`src/rtl/timer_irq_dma_regs.svh`:
```
// Register offsets, field positions and reset values of the timer
// interrupt/DMA control section.
// Assumes inclusion by the control module.
`ifndef TIMER_IRQ_DMA_REGS_SVH
`define TIMER_IRQ_DMA_REGS_SVH

`define ADDR_DMA_COUNTER_POINTER 8'hf0
`define ADDR_DMA_ADDRESS_POINTER 8'hf1
`define ADDR_TIMER_VECTOR_BASE 8'hf2
`define ADDR_IRQ_DMA_CONTROL 8'hf3
`define ADDR_LOOPBACK_CONNECTION 8'hf8
`define ADDR_IRQ_DMA_MASK 8'hff

`define RST_POINTER 8'h00
`define RST_VECTOR 8'h00
`define RST_IRQ_DMA_CONTROL 8'hc7
`define RST_LOOPBACK_CONNECTION 8'hfc
`define RST_IRQ_DMA_MASK 8'h00

`define LOOPBACK_UNUSED_BITS 6'h3f

`define MASK_GLOBAL 7
`define MASK_CAP0_DMA 6
`define MASK_CAP0_IRQ 5
`define MASK_CAP1_IRQ 4
`define MASK_CMP0_DMA 3
`define MASK_CMP0_IRQ 2
`define MASK_CMP1_IRQ 1
`define MASK_WRAP_IRQ 0

`define CTRL_CAP_DONE 7
`define CTRL_CMP_DONE 6
`define CTRL_CAP_SRC 5
`define CTRL_CMP_DST 4
`define CTRL_SWAP 3

`define PTR_SWAP_BIT 2
`define PTR_IDENT_BIT 1
`define PTR_SELECT_BIT 0

`define GROUP_WRAP 2'h0
`define GROUP_CAPTURE 2'h2
`define GROUP_COMPARE 2'h3

`endif

```
`src/rtl/timer_irq_dma_pkg.sv`:
```
// Types shared by the timer interrupt/DMA control section.
// Assumes the register header is available on the include path.
package timer_irq_dma_pkg;

    // Register bus request from the core
    typedef struct packed {
        logic wr;
        logic rd;
        logic [7:0] addr;
        logic [7:0] wdata;
    } reg_req_t;

    // Timer events, one-cycle pulses
    typedef struct packed {
        logic capture0;
        logic capture1;
        logic compare0;
        logic compare1;
        logic wrap;
        logic capture0_eob;
        logic compare0_eob;
    } timer_events_t;

    // Interrupt request with its vector
    typedef struct packed {
        logic request;
        logic [7:0] vector;
        logic [2:0] priority_level;
    } irq_out_t;

    // DMA channel setup seen by the core DMA controller
    typedef struct packed {
        logic capture_request;
        logic compare_request;
        logic to_register_file;
        logic use_dma_segment;
        logic [5:0] counter_pointer_high;
        logic [5:0] address_pointer_high;
        logic capture_from_port;
        logic compare_to_port;
        logic [2:0] priority_level;
    } dma_cfg_t;

    // Complete register state
    typedef struct packed {
        logic [7:0] mask;
        logic [5:0] counter_pointer_high;
        logic counter_select;
        logic [5:0] address_pointer_high;
        logic memory_extension_select;
        logic [4:0] vector_high;
        logic capture_block_done;
        logic compare_block_done;
        logic capture_dma_source_select;
        logic compare_dma_dest_select;
        logic swap_enable;
        logic [2:0] priority_level;
        logic loopback_odd;
        logic loopback_even;
        logic channel_identity_bit;
        logic [7:0] rdata;
        irq_out_t irq;
        dma_cfg_t dma;
    } state_t;

endpackage : timer_irq_dma_pkg

```
`src/rtl/timer_irq_dma_control.sv`:
```
// Interrupt and DMA control section of a 16-bit multifunction timer.
// Assumes register accesses are single-cycle strobes from the core and
// that timer events arrive as one-cycle pulses on clk.
`timescale 1ns/1ps
`include "timer_irq_dma_regs.svh"

module timer_irq_dma_control
    import timer_irq_dma_pkg::*;
(
    input wire logic clk, // 20 MHz core clock
    input wire logic rst, // Synchronous reset, active high
    input wire reg_req_t req, // Register access strobe
    input wire timer_events_t events, // Timer and DMA event pulses
    input wire logic irq_ack, // Core accepted the pending request
    output logic [7:0] rdata, // Read data, valid cycle after read
    output irq_out_t irq, // Interrupt request and vector
    output dma_cfg_t dma, // DMA channel setup and requests
    output logic loopback_odd, // Route output A to input A, timers 1/3
    output logic loopback_even // Route output A to input A, timers 0/2
);

    state_t cur;
    state_t nxt;

    // **************************************************
    // Register read mux
    // **************************************************
    function automatic logic [7:0] read_reg(input state_t s,
                                            input logic [7:0] a);
        logic [7:0] v;
        v = 8'h00;
        unique case (a)
            `ADDR_IRQ_DMA_MASK: v = s.mask;
            `ADDR_DMA_COUNTER_POINTER: v = {s.counter_pointer_high,
                s.channel_identity_bit, s.counter_select};
            `ADDR_DMA_ADDRESS_POINTER: v = {s.address_pointer_high,
                s.channel_identity_bit, s.memory_extension_select};
            `ADDR_TIMER_VECTOR_BASE: v = {s.irq.vector[7:1], 1'b0};
            `ADDR_IRQ_DMA_CONTROL: v = {s.capture_block_done,
                s.compare_block_done, s.capture_dma_source_select,
                s.compare_dma_dest_select, s.swap_enable,
                s.priority_level};
            `ADDR_LOOPBACK_CONNECTION: v = {`LOOPBACK_UNUSED_BITS,
                s.loopback_odd, s.loopback_even};
            default: v = 8'h00;
        endcase
        return v;
    endfunction : read_reg

    logic wr_mask;
    logic wr_cptr;
    logic wr_aptr;
    logic wr_vec;
    logic wr_ctrl;
    logic wr_loop;
    logic cap_eob;
    logic cmp_eob;
    logic cap_irq;
    logic cap1_irq;
    logic cmp_irq;
    logic cmp1_irq;
    logic wrap_irq;

    always_comb begin
        nxt = cur;
        wr_mask = req.wr && req.addr == `ADDR_IRQ_DMA_MASK;
        wr_cptr = req.wr && req.addr == `ADDR_DMA_COUNTER_POINTER;
        wr_aptr = req.wr && req.addr == `ADDR_DMA_ADDRESS_POINTER;
        wr_vec = req.wr && req.addr == `ADDR_TIMER_VECTOR_BASE;
        wr_ctrl = req.wr && req.addr == `ADDR_IRQ_DMA_CONTROL;
        wr_loop = req.wr && req.addr == `ADDR_LOOPBACK_CONNECTION;
        cap_eob = events.capture0_eob && cur.mask[`MASK_CAP0_DMA];
        cmp_eob = events.compare0_eob && cur.mask[`MASK_CMP0_DMA];

        // **************************************************
        // Software writes
        // **************************************************
        if (wr_mask) begin
            nxt.mask = req.wdata;
        end
        if (wr_cptr) begin
            nxt.counter_pointer_high = req.wdata[7:2];
            nxt.counter_select = req.wdata[`PTR_SELECT_BIT];
        end
        if (wr_aptr) begin
            nxt.address_pointer_high = req.wdata[7:2];
            nxt.memory_extension_select = req.wdata[`PTR_SELECT_BIT];
        end
        if (wr_vec) begin
            nxt.vector_high = req.wdata[7:3];
        end
        if (wr_ctrl) begin
            nxt.capture_dma_source_select = req.wdata[`CTRL_CAP_SRC];
            nxt.compare_dma_dest_select = req.wdata[`CTRL_CMP_DST];
            nxt.swap_enable = req.wdata[`CTRL_SWAP];
            nxt.priority_level = req.wdata[2:0];
            // Done flags are cleared by writing zero with the swap bit set
            if (!req.wdata[`CTRL_CAP_DONE]) begin
                nxt.capture_block_done = 1'b0;
            end
            if (!req.wdata[`CTRL_CMP_DONE]) begin
                nxt.compare_block_done = 1'b0;
            end
        end
        if (wr_loop) begin
            nxt.loopback_odd = req.wdata[1];
            nxt.loopback_even = req.wdata[0];
        end

        // **************************************************
        // End of block handling, hardware wins over software
        // **************************************************
        // Disarm capture and compare DMA
        if (cap_eob) begin
            nxt.mask[`MASK_CAP0_DMA] = 1'b0;
        end
        if (cmp_eob) begin
            nxt.mask[`MASK_CMP0_DMA] = 1'b0;
        end
        if (cur.swap_enable) begin
            if (cap_eob) begin
                nxt.capture_block_done = 1'b1;
            end
            if (cmp_eob) begin
                nxt.compare_block_done = 1'b1;
            end
            // Alternate table on each end of block, unless both channels end in the same cycle
            if (cap_eob ^ cmp_eob) begin
                nxt.counter_pointer_high[0] = ~nxt.counter_pointer_high[0];
                nxt.address_pointer_high[0] = ~nxt.address_pointer_high[0];
            end
        end
        if (!nxt.swap_enable) begin
            nxt.capture_block_done = 1'b1;
            nxt.compare_block_done = 1'b1;
        end

        if (events.capture0 && cur.mask[`MASK_CAP0_DMA]) begin
            nxt.channel_identity_bit = 1'b0;
        end else if (events.compare0 && cur.mask[`MASK_CMP0_DMA]) begin
            nxt.channel_identity_bit = 1'b1;
        end

        // **************************************************
        // Interrupt requests
        // **************************************************
        // Capture-0 and compare-0 source choice
        cap_irq = cur.mask[`MASK_CAP0_IRQ] &&
                  (cur.mask[`MASK_CAP0_DMA] ? cap_eob : events.capture0);
        cmp_irq = cur.mask[`MASK_CMP0_IRQ] &&
                  (cur.mask[`MASK_CMP0_DMA] ? cmp_eob : events.compare0);
        cap1_irq = cur.mask[`MASK_CAP1_IRQ] && events.capture1;
        cmp1_irq = cur.mask[`MASK_CMP1_IRQ] && events.compare1;
        wrap_irq = cur.mask[`MASK_WRAP_IRQ] && events.wrap;

        if (irq_ack) begin
            nxt.irq.request = 1'b0;
        end
        if (cur.mask[`MASK_GLOBAL] && !cur.irq.request) begin
            if (cmp_irq || cmp1_irq) begin
                nxt.irq.request = 1'b1;
                nxt.irq.vector[2:1] = `GROUP_COMPARE;
            end else if (cap_irq || cap1_irq) begin
                nxt.irq.request = 1'b1;
                nxt.irq.vector[2:1] = `GROUP_CAPTURE;
            end else if (wrap_irq) begin
                nxt.irq.request = 1'b1;
                nxt.irq.vector[2:1] = `GROUP_WRAP;
            end
        end
        if (!nxt.mask[`MASK_GLOBAL]) begin
            nxt.irq.request = 1'b0;
        end
        nxt.irq.vector[7:3] = nxt.vector_high;
        nxt.irq.vector[0] = 1'b0;
        nxt.irq.priority_level = nxt.priority_level;

        // **************************************************
        // DMA setup outputs
        // **************************************************
        nxt.dma.capture_request = events.capture0 &&
                                  cur.mask[`MASK_CAP0_DMA];
        nxt.dma.compare_request = events.compare0 &&
                                  cur.mask[`MASK_CMP0_DMA];
        nxt.dma.to_register_file = nxt.counter_select;
        // Segment register choice only for memory
        nxt.dma.use_dma_segment = !nxt.counter_select &&
                                  nxt.memory_extension_select;
        nxt.dma.counter_pointer_high = nxt.counter_pointer_high;
        // Address pointer zeroed for register file, except bit 0 when swap is enabled
        nxt.dma.address_pointer_high = nxt.counter_select ?
            {5'h00, nxt.swap_enable & nxt.address_pointer_high[0]} :
            nxt.address_pointer_high;
        nxt.dma.capture_from_port = nxt.capture_dma_source_select;
        nxt.dma.compare_to_port = nxt.compare_dma_dest_select;
        nxt.dma.priority_level = nxt.priority_level;

        nxt.rdata = req.rd ? read_reg(cur, req.addr) : 8'h00;
    end

    always_ff @(posedge clk) begin
        if (rst) begin
            cur <= '0;
            cur.mask <= `RST_IRQ_DMA_MASK;
            cur.capture_block_done <= 1'b1;
            cur.compare_block_done <= 1'b1;
            cur.priority_level <= 3'h7;
            cur.loopback_odd <= 1'b0;
            cur.loopback_even <= 1'b0;
        end else begin
            cur <= nxt;
        end
    end

    assign rdata = cur.rdata;
    assign irq = cur.irq;
    assign dma = cur.dma;
    assign loopback_odd = cur.loopback_odd;
    assign loopback_even = cur.loopback_even;

endmodule : timer_irq_dma_control

```
`config.mk`:
```
export PLATFORM = sky130hd
export DESIGN_NAME = timer_irq_dma_control
export DESIGN_NICKNAME = d
export VERILOG_FILES = /design/src/rtl/timer_irq_dma_pkg.sv /design/src/rtl/timer_irq_dma_control.sv
export VERILOG_INCLUDE_DIRS = /design/src /design/src/rtl
export SDC_FILE = /design/constraint.sdc
export NUM_CORES = 1
export LEC_CHECK = 0
export BUFFER_PORTS_ARGS = -buffer_cell sky130_fd_sc_hd__buf_2
export CAP_MARGIN = 20
export CELL_PAD_IN_SITES_DETAIL_PLACEMENT = 0
export CELL_PAD_IN_SITES_GLOBAL_PLACEMENT = 1
export CORE_ASPECT_RATIO = 0.8
export CORE_MARGIN = 2
export CORE_UTILIZATION = 40
export CTS_CLUSTER_SIZE = 28
export DETAILED_ROUTE_END_ITERATION = 8
export HOLD_SLACK_MARGIN = 0.08
export PLACE_DENSITY_LB_ADDON = 0.3
export RECOVER_POWER = 100
export REMOVE_ABC_BUFFERS = 1
export SETUP_SLACK_MARGIN = 0.5
export SLEW_MARGIN = 15
export SYNTH_ARGS = -nofsm -noshare
export SYNTH_HDL_FRONTEND = slang
export SYNTH_SLANG_ARGS = --single-unit
```
`constraint.sdc`:
```
create_clock -name clk -period 2.14 [get_ports clk]
set_input_delay 0.107 -clock clk [delete_from_list [all_inputs] [get_ports clk]]
set_output_delay 0.107 -clock clk [all_outputs]
set_load 0.01 [all_outputs]
```
# ---- Word-level counts from Yosys, hierarchy flattened
# Cells that the tools add are included.
dict set report word_totals {
  input_bits 28
  out_inout_bits 43
  word_cells 97
  register_bits 62
}
dict set report classes {
  n_mux 26
  n_reduce_logical 30
  bitwise 7
  n_eq_ne 6
}
# operator count
set op_table {}
lappend op_table {{$eq A8 B8 Y1 const B} 6}
lappend op_table {{$pmux W8 S6} 1}
lappend op_table {{$logic_and A1 B1 Y1} 17}
lappend op_table {{$mux W8} 2}
lappend op_table {{$mux W1} 15}
lappend op_table {{$mux W7} 2}
lappend op_table {{$reduce_or A2 Y1} 7}
lappend op_table {{$mux W2} 4}
lappend op_table {{$mux W6} 1}
lappend op_table {{$mux W5} 1}
lappend op_table {{$not A1 Y1} 5}
lappend op_table {{$reduce_bool A3 Y1} 1}
lappend op_table {{$logic_not A1 Y1} 2}
lappend op_table {{$logic_or A1 B1 Y1} 2}
lappend op_table {{$reduce_and A2 Y1} 1}
lappend op_table {{$and A1 B1 Y1} 1}
lappend op_table {{$xor A1 B1 Y1} 1}

# ---- Longest topological paths before layout
# Gate-level depths: netlist of the first run.
dict set report logic_depth {
  ltp_word 8
  mapped_depth 7
  ltp_nobuf 4
}

# ---- Worst setup path after synthesis of the first run
# No wires, ideal clock.
dict set report synth_timing {
  path_type {input to register}
  from {input req[10] in the netlist's numbering}
  to {register cur (netlist bit dma[5])}
  n_path_buf 2
  required_ns 2.037
  setup_time_ns 0.103
  arrival_ns 1.517
  path_slack_ns 0.520
  cell_stages 6
  cell_sequence {buf_4 -> nor3_2 -> and4_1 -> buf_6 -> mux2_4 -> a2111oi_2}
}
dict set report synth_between {
  elab_chain_cells 8
  word_cells_on_any_way 14
  cone_classes {eq/ne: 3; mux: 6; bitwise: 2; reduce/logical: 3}
}
# item line
set synth_lines {}
lappend synth_lines {{start, declared} timer_irq_dma_control.sv:12} ;# input wire reg_req_t req,
lappend synth_lines {{$eq A8 B8 Y1} n/a}
lappend synth_lines {{$logic_and A1 B1 Y1 (no source line)} n/a}
lappend synth_lines {{$mux W7} timer_irq_dma_control.sv:85} ;# if (wr_aptr) begin
lappend synth_lines {{$not A1 Y1} timer_irq_dma_control.sv:130} ;# nxt.address_pointer_high[0] = ~nxt.address_pointer_high[0];
lappend synth_lines {{$mux W1} timer_irq_dma_control.sv:128} ;# if (cap_eob ^ cmp_eob) begin
lappend synth_lines {{$mux W1} timer_irq_dma_control.sv:120} ;# if (cur.swap_enable) begin
lappend synth_lines {{$and A1 B1 Y1} timer_irq_dma_control.sv:192} ;# {5'h00, nxt.swap_enable & nxt.address_pointer_high[0]} :
lappend synth_lines {{$mux W6 (*)} timer_irq_dma_control.sv:191} ;# nxt.dma.address_pointer_high = nxt.counter_select ?
lappend synth_lines {{end signal, assigned} timer_irq_dma_control.sv:211} ;# cur <= nxt;
lappend synth_lines {{end, declared} timer_irq_dma_control.sv:22} ;# state_t cur;
# Every way passes the cells marked *; elsewhere a longest branch is shown, timed or not.
# A chain may end at the register's enable or synchronous reset.

# ---- Worst setup path in the final report of the first run
dict set report layout_timing {
  from {input req[11] in the netlist's numbering}
  to {register cur (netlist bit dma[5])}
}
# The elaborated chain is that of the path after synthesis.

==> out/metrics.csv, run 1 <==
metric,value,unit
cp_slowest_cell,nor3_1,
combPwrFrac,5.8,%
port_buffers,69,
finClkSkew,0.00737,ns
utilization,46.8,%
numClockSinks,61,
antenna_found_initial,0,
drtIter0Drc,93,
holdCritPathClass,input pin to flip-flop,
fin_nets,378,
path_cells,buf_2 -> nor3_1 -> and4_1 -> mux2_1 -> a2111oi_0,
fp-row-count,27,
die_area,8040,um^2
antenna_cells,0,
start_kind,input pin,
top_level_ports,71,
final_antenna_net_count,0,
synth-edff-count,0,
critPathMaxFanout,14,
power,2390,uW
clk_latency,0.34,ns
post_cts_buffers,0,
p_clk_share,46.5,%
dieHeight,80.6,um
slew_viol_final,0,
place_ws,0.376,ns
setup_viol,0,
wirelength,7410,um
core,6990,um^2
reg2reg_slack,0.58,ns
p_int,1870,uW
gp_congestion,0.838,
grt_pass1_wl,11600,um
track_usage,19.1,%
cts_root_buf,clkbuf_8,
tightest_slew,1.33,ns
drive_above_1_share,15.0,%
syn_inst,310,
worst_slack,0.398,ns
synth_warnings,0,
synthFlopType,dfxtp_1,
hold_viol_final,0,
maxCapViolations,0,
initial_core_util,42.0,%
power_density,732,nW/um^2
power.leakage,0.00122,uW
peakVddDrop,0.000350,V
grt_remaining_overflow,0,
syn_area,2930,um^2
ys_types,43,
clk_path_buf_depth,2,
cts_tree,done,
min_period_over_period,81.4,%
switchingPower,528,uW
period_needed,1.74,ns
finalSetupTns,0,ns
cpPeakStageDelay,0.48,ns
worstSetupPathType,input pin to flip-flop,
crit_arrival,1.96,ns
maxSlewHeadroom,11.6,%
synth_area_leaders,"dfxtp_1 42%, mux2i_1 13%, buf_4 12%, nor2_1 4.1%, mux2_2 2.3%",
p_seq_share,47.7,%
dr_total_vias,2282,
ys_ff_latch,61,
fmax,574,MHz
viasPerCell,5.17,
firstDrtPassIters,4,
cts_made_buffers,9,
grt_setup_unrepaired,no,
cp-end-kind,flip-flop,
synth.avg_cell_area,9.46,um^2
grt_pass1_vias,2194,
cp_data_required_time,2.36,ns
outcome,finished clean,
hpwl,5300,um
async_flop_share,0,%
yosysTopAreaCell,dfxtp_1,
htree_num_levels,3,
die_w,99.8,um
p_sw_share,22.0,%
clk_pin_slew,0.07,ns
synth-seq-area-share,41.6,%
synth_top_area_share,41.6,%
wl_per_cell,16.8,um
drc,0,
syn2layout_area_growth,11.5,%
grt_max_degree,32,
==> final cells by class <==
class	instances	area (um^2)
multi-input combinational	187	1270
fill	721	3720
clock buffer	10	138
clock inverter	5	75.1
tap	87	109
inverter	4	15.0
sequential	61	1220
timing repair buffer	87	438
==> worst paths after layout <==
check	startpoint	to	cells after the start
max reg2reg	cur[74]	dma[5]	4
max	req[11]	dma[5]	5
min	req[0]	cur[44]	3
min reg2reg	irq[5]	irq[5]	2
==> sequential cells by signal, summed over array words and instances (netlist names) <==
signal / cells
cur: 22
dma: 21
loopback_odd: 1
rdata: 8
loopback_even: 1
irq: 8
==> kinds of logic (layout without fill, tap and decap cells) <==
group | Yosys count | count (layout) | share of synthesized area (%)
AOI/OAI and AO/OA | 50 | 50 | 12.1
xor gates and xnor gates | 1 | 1 | 0.299
buffers and inverters | 62 | 106 | 14.0
DFF | 61 | 61 | 41.6
muxes | 44 | 44 | 15.4
other | 1 | 1 | 0.128
and+or+nand+nor | 91 | 91 | 16.4
==> synth_stat cells (2+ instances only) <==
cell and n:
nor3b_1 4, nor3_2 2, o2bb2ai_1 5, o21ai_0 9
dfxtp_1 61, o211ai_1 2, buf_4 45, a22oi_1 2
nand4_1 2, a32oi_1 4, and3_1 7, nor2_1 32
buf_2 2, and4_1 5, mux2i_1 37, nor2b_1 2
buf_1 2, nand2_1 13, nor3_1 9, mux2_2 6
o311ai_0 2, a211oi_1 3, a21oi_1 12, nand3_1 2
a22o_1 4, clkbuf_1 8, inv_1 4, nand2b_1 8
a31oi_1 2
==> critical path: cells and delay by family <==
family | cells | cell delay (ns)
and+or+nand+nor | 2 | 0.77
buffers and inverters | 1 | 0.17
AOI/OAI and AO/OA | 1 | 0.43
muxes | 1 | 0.48
==> cell usage in the layout (no fill, tap or decap), types with 2 or more instances in the layout <==
cell / n
mux2_2: 6
and4_1: 5
mux2i_1: 37
a32oi_1: 4
nand2_1: 13
nand2b_1: 8
dfxtp_1: 61
and3_1: 7
clkbuf_8: 10
nor2b_1: 2
nand4_1: 3
nand3_1: 2
a22o_1: 4
o211ai_1: 2
o21ai_0: 8
clkinv_2: 3
nor3b_1: 4
buf_4: 6
o2bb2ai_1: 5
a211oi_1: 3
bufinv_16: 2
buf_2: 25
inv_1: 4
a22oi_1: 2
a21oi_1: 12
nor2_1: 32
dlygate4sd3_1: 9
o311ai_0: 2
a31oi_1: 2
clkbuf_1: 46
nor3_1: 11
==> what timing repair did <==
item,CTS,global route
gates resized for setup,0,1
setup endpoints to repair,0,1
hold buffers,9,0
hold endpoints to repair,12,0
==> metrics by stage <==
stage	hold WS, ns	std cells	area [um^2]
2_1_floorplan	0.176	252	2540
3_3_place_gp	0.333	417	3060
3_5_place_dp	0.339	417	3060
4_1_cts	0.0959	441	3360
5_1_grt	0.100	441	3270
6_report	0.104	441	3270
==> routing by layer <==
layer	up-vias	share of wire (%)	track usage, %
met5	-	0	0
met4	0	0.42	3.15
met3	4	6.6	6.70
met2	70	42	28.2
met1	1069	51	27.0
li1	1139	-	-
==> power by group through the flow <==
stage | Combinational (uW) | Clock (uW) | Sequential, uW
3_5_place_dp | 129 | 0 | 1170
4_1_cts | 142 | 1130 | 1140
2_1_floorplan | 33.6 | 0 | 1170
6_report | 138 | 1110 | 1140
3_3_place_gp | 129 | 0 | 1170
5_1_grt | 149 | 1190 | 1140
Power figures use the tool's default switching activity.
==> run 2: changes to the inputs <==
- CORE_UTILIZATION: 40 -> 36
- clock period: 2.14 -> 1.6 ns (I/O delays scaled with it)
==> run 2 against run 1 <==
Compared with the run above:
- flip-flop and latch count did not move
- critical path type is now flip-flop to flip-flop
- setup slack got worse by 0.17 ns
- first-iteration DRC count stayed put
- register-to-register slack worse by 0.35 ns
- sequential share of layout area fell by 2.9 points
- routed wire length grew 10%
==> out/metrics.csv, run 2 (same netlist as run 1, synthesis figures left out) <==
metric,value,unit,change
outcome,finished clean,,
fmax,730,MHz,
top_level_ports,71,,unchanged
port_buffers,69,,unchanged
viasPerCell,5.00,,-3.4%
numClockSinks,61,,unchanged
top_register,cur,,
fp-row-count,29,,+7.4%
layout_commonest_cell,dfxtp_1,,
fin_nets,407,,+7.7%
antenna_cells,0,,unchanged
holdCritPathClass,input pin to flip-flop,,
grt_pass1_wl,12700,um,+10%
grt_pass1_vias,2456,,+12%
cts_made_buffers,9,,unchanged
combPwrFrac,7.6,%,+1.8 points
multiInputGateArea,1350,um^2,+5.6%
slew_viol_final,0,,unchanged
initial_core_util,37.1,%,-4.9 points
cts_tree,done,,
power.leakage,0.00134,uW,+9.7%
setup_viol,0,,unchanged
hold_viol_final,0,,unchanged
htree_num_levels,3,,unchanged
cp-end-kind,flip-flop,,
gp_congestion,0.820,,-2.1%
dr_total_vias,2454,,+7.5%
antenna_found_initial,0,,unchanged
p_sw_share,25.2,%,+3.2 points
critPathMaxFanout,3,,-11
drc,0,,unchanged
start_kind,flip-flop,,
drive_above_1_share,22.2,%,+7.2 points
grt_remaining_overflow,0,,unchanged
wirelength,8160,um,+10%
drtIter0Drc,93,,unchanged
period_needed,1.37,ns,
cp_data_required_time,1.82,ns,-0.54 ns
worstSetupPathType,flip-flop to flip-flop,,
final_antenna_net_count,0,,unchanged
grt_max_degree,35,,+9.4%
die_w,105,um,+5.2%
firstDrtPassIters,4,,unchanged
fin_cells,491,,+11%
largest_reg_flops,22,,unchanged
dieHeight,84.7,um,+5.1%
track_usage,18.6,%,-0.48 points
place_ws,0.0843,ns,-0.292 ns
finClkSkew,0.00818,ns,+0.000809 ns
clk_path_buf_depth,2,,unchanged
clk_pin_slew,0.07,ns,about the same
syn2layout_area_growth,21.1,%,
place_inst,453,,+8.6%
power_density,830,nW/um^2,+13%
core,7910,um^2,+13%
p_int,2210,uW,+18%
grt_setup_unrepaired,yes,,
crit_arrival,1.59,ns,-0.37 ns
fillers,824,,+14%
worst_slack,0.230,ns,-0.169 ns
cts_root_buf,clkbuf_8,,
peakVddDrop,0.000423,V,+21%
p_clk_share,40.7,%,-5.8 points
final_cell_mix,"60 x dfxtp_1, 51 x clkbuf_1, 35 x mux2i_1",,
p_seq_share,51.7,%,+4.0 points
switchingPower,743,uW,+41%
wl_per_cell,16.6,um,-1.1%
clk_latency,0.35,ns,about the same
hpwl,5750,um,+8.5%
min_period_over_period,85.6,%,
die_area,8890,um^2,+11%
maxCapViolations,0,,unchanged
regArea,1220,um^2,+0.31%
run 2: routing by layer:
| layer | part of all wire [%] | up-vias | GRT usage, % | wire (um) |
|---|---|---|---|---|
| met4 | 1.1 | 0 | 4.48 | 90 |
| li1 | - | 1195 | - | - |
| met1 | 49 | 1184 | 26.4 | 4010 |
| met2 | 44 | 66 | 27.6 | 3610 |
| met3 | 5.5 | 9 | 5.82 | 450 |
| met5 | 0 | - | 0 | 0 |
run 2: final cells by class:
| cell class | instances | area share (%) |
|---|---|---|
| Clock buffer | 11 | 3.98 |
| Clock inverter | 4 | 0.704 |
| Inverter | 4 | 0.423 |
| Multi-Input combinational cell | 187 | 37.9 |
| Sequential cell | 61 | 34.5 |
| Tap cell | 108 | 3.80 |
| Timing Repair Buffer | 116 | 18.7 |
run 2: power by group through the flow:
stage	Clock (uW)	Sequential, uW	Combinational [uW]
after floorplan	0	1570	45.0
after global placement	0	1560	191
after detailed placement	0	1560	191
after CTS	1230	1520	224
after global routing	1290	1520	240
final	1200	1520	223
run 2: timing repair:
action                                  4_1_cts  5_1_grt
endpoints found under the hold margin        25        1
endpoints found under the setup margin       15       31
gates resized for setup                      18       20
hold buffers                                 14        1
pin swaps                                     6        7
buffers inserted                              3        5
run 2: final timing paths:
check	from	cells past startpoint	end	slack, ns
setup reg to reg	cur[77]	4	irq[11]	0.23
setup / recovery	cur[77]	4	irq[11]	0.23
hold / removal	events[0]	3	cur[50]	0.07
hold reg to reg	dma[3]	2	dma[3]	0.49
run 2: critical path, stage by stage, from the launching register on:
cell and delay [ns]:
dfxtp_1 0.40, mux2_1 0.39, a22o_1 0.21, o21ai_2 0.15, a311oi_1 0.09
run 2: per-stage QoR:
step	utilization, %	power, uW	instance area (um^2)	TNS [ns]	hold slack, ns
after CTS	45.2	2980	3580	0	-0.0483
final	44.9	2950	3550	0	0.0737
after global routing	44.9	3060	3550	0	0.0628
after global placement	40.4	1750	3200	0	0.315
after floorplan	-	1610	2540	-0.0364	0.149
after detailed placement	40.4	1750	3200	0	0.314
==> run 3: changes to the inputs <==
- CORE_MARGIN: 2 -> 5
==> run 3 against run 2 <==
Compared with the run above:
- clock power decreased by 5%
- critical path type is now input pin to flip-flop
- register-to-register slack hardly changed
- routed wire length grew 0.86%
- sequential share of layout area grew 0.23 points
- hold slack improved by 0.018 ns
- cell count shrank 1.4%
- combinational power rose by 2%
- critical endpoint is now dma[5]
- fmax down 3.6%
==> out/metrics.csv, run 3 (same netlist as run 1, synthesis figures left out) <==
metric,value,unit,change
reg2reg_from,cur[74],,
worstSetupPathType,input pin to flip-flop,,
regArea,1230,um^2,+0.31%
firstDrtPassIters,4,,unchanged
drtIter0Drc,137,,+47%
gp_congestion,0.893,,+8.9%
dieHeight,90.7,um,+7.1%
design_area,3540,um^2,-0.35%
wirelength,8230,um,+0.86%
start_kind,input pin,,
largest_reg_flops,22,,unchanged
cp-startpoint,req[8],,
power_density,815,nW/um^2,-1.7%
clk_path_buf_depth,2,,unchanged
maxCapViolations,0,,unchanged
multiInputGateArea,1370,um^2,+1.8%
syn2layout_area_growth,20.7,%,
critPathMaxFanout,4,,+1
core,7950,um^2,+0.46%
initial_core_util,36.9,%,-0.17 points
cts_made_buffers,9,,unchanged
layout_commonest_cell,dfxtp_1,,
hpwl,5970,um,+3.8%
drc,0,,unchanged
placed_cell_area,3190,um^2,-0.23%
die_w,111,um,+5.7%
utilization,44.6,%,-0.36 points
grt_max_degree,27,,-23%
crit_arrival,1.64,ns,+0.05 ns
cts_tree,done,,
drive_above_1_share,21.0,%,-1.2 points
grt_setup_unrepaired,yes,,
p_seq_share,52.8,%,+1.1 points
setup_viol,0,,unchanged
tightest_slew,0.574,ns,
htree_num_levels,3,,unchanged
power.leakage,0.00132,uW,-1.4%
fp-row-count,29,,unchanged
grt_pass1_wl,13000,um,+2.2%
cp_data_required_time,1.82,ns,about the same
cts_root_buf,clkbuf_8,,
final_antenna_net_count,0,,unchanged
outcome,finished clean,,
fin_nets,402,,-1.2%
wl_per_cell,17.0,um,+2.3%
numClockSinks,61,,unchanged
dr_total_vias,2422,,-1.3%
min_period_over_period,88.9,%,+3.2 points
track_usage,16.3,%,-2.3 points
clk_latency,0.34,ns,about the same
period_needed,1.42,ns,+0.0515 ns
p_clk_share,39.4,%,-1.3 points
maxSlewHeadroom,61.2,%,
clk_pin_slew,0.07,ns,about the same
antenna_cells,0,,unchanged
switchingPower,700,uW,-5.8%
peakVddDrop,0.000399,V,-5.6%
fillers,802,,-2.7%
p_int,2190,uW,-0.85%
grt_remaining_overflow,0,,unchanged
die_area,10100,um^2,+13%
grt_pass1_vias,2437,,-0.77%
port_buffers,69,,unchanged
holdCritPathClass,input pin to flip-flop,,
holdCritStartpoint,events[1],,
fmax,703,MHz,-3.6%
top_register,cur,,
combPwrFrac,7.9,%,+0.3 points
viasPerCell,5.00,,+0.12%
top_level_ports,71,,unchanged
finClkSkew,0.00659,ns,-0.00159 ns
slew_viol_final,0,,unchanged
final_cell_mix,"59 x dfxtp_1, 50 x clkbuf_1, 37 x mux2i_1",,
cp-end-kind,flip-flop,,
p_sw_share,24.2,%,-0.95 points
hold_viol_final,0,,unchanged
antenna_found_initial,0,,unchanged
-- run 3: cell types whose count changed in the layout (fill, tap and decap cells not counted), sizes merged --
cell and delta:
clkinvlp -2, buf -4, clkbuf -2, clkinv +1
-- run 3: worst paths after layout --
path | end | slack (ns) | cells past startpoint
setup / recovery | dma[5] | 0.18 | 5
hold / removal | cur[51] | 0.09 | 3
setup reg to reg | irq[11] | 0.23 | 4
hold reg to reg | dma[4] | 0.48 | 2
-- run 3: stage by stage --
stage	setup slack (ns)	setup TNS, ns	hold WS (ns)	power, uW	instances
final	0.178	0	0.0915	2890	484
after global routing	0.0698	0	0.0859	3010	484
after CTS	0.334	0	-0.0696	2920	481
after detailed placement	0.0814	0	0.300	1750	452
after global placement	0.122	0	0.299	1750	452
after floorplan	-0.0364	-0.0364	0.149	1610	252
-- run 3: layout make-up --
| type | count | share of cell area (%) |
|---|---|---|
| well taps | 108 | 3.82 |
| repair buffers | 111 | 18.1 |
| clock buffers | 10 | 3.89 |
| multi-input cells | 187 | 38.7 |
| inverters | 4 | 0.424 |
| flip-flops and latches | 61 | 34.7 |
| clock inverters | 3 | 0.424 |
-- run 3: layer usage --
metal / vias to the layer above / wire (um) / global-route usage [%]
met4: 0 / 121 / 5.03
met1: 1156 / 4070 / 23.0
met2: 72 / 3560 / 23.7
li1: 1183 / - / -
met5: - / 0 / 0
met3: 11 / 472 / 5.09
-- run 3: power groups by stage --
stage / Sequential [uW] / Combinational (uW) / Clock, uW
global route: 1520 / 245 / 1240
detailed placement: 1560 / 190 / 0
floorplan: 1570 / 45.0 / 0
CTS: 1520 / 221 / 1180
global placement: 1560 / 190 / 0
finish: 1520 / 227 / 1140
-- run 3: what timing repair did --
action                                 CTS  global route
endpoints found under the hold margin   26             1
resized for setup                       17            24
hold buffers                            14             1
pin swaps                                7             6
setup endpoints to repair               12            29
setup buffers                            2             2
-- run 3: worst max-delay path, stage by stage --
cell       delay, ns
clkbuf_1        0.16
nor3_1          0.29
and4_1          0.30
mux2_1          0.40
a2111oi_2       0.41
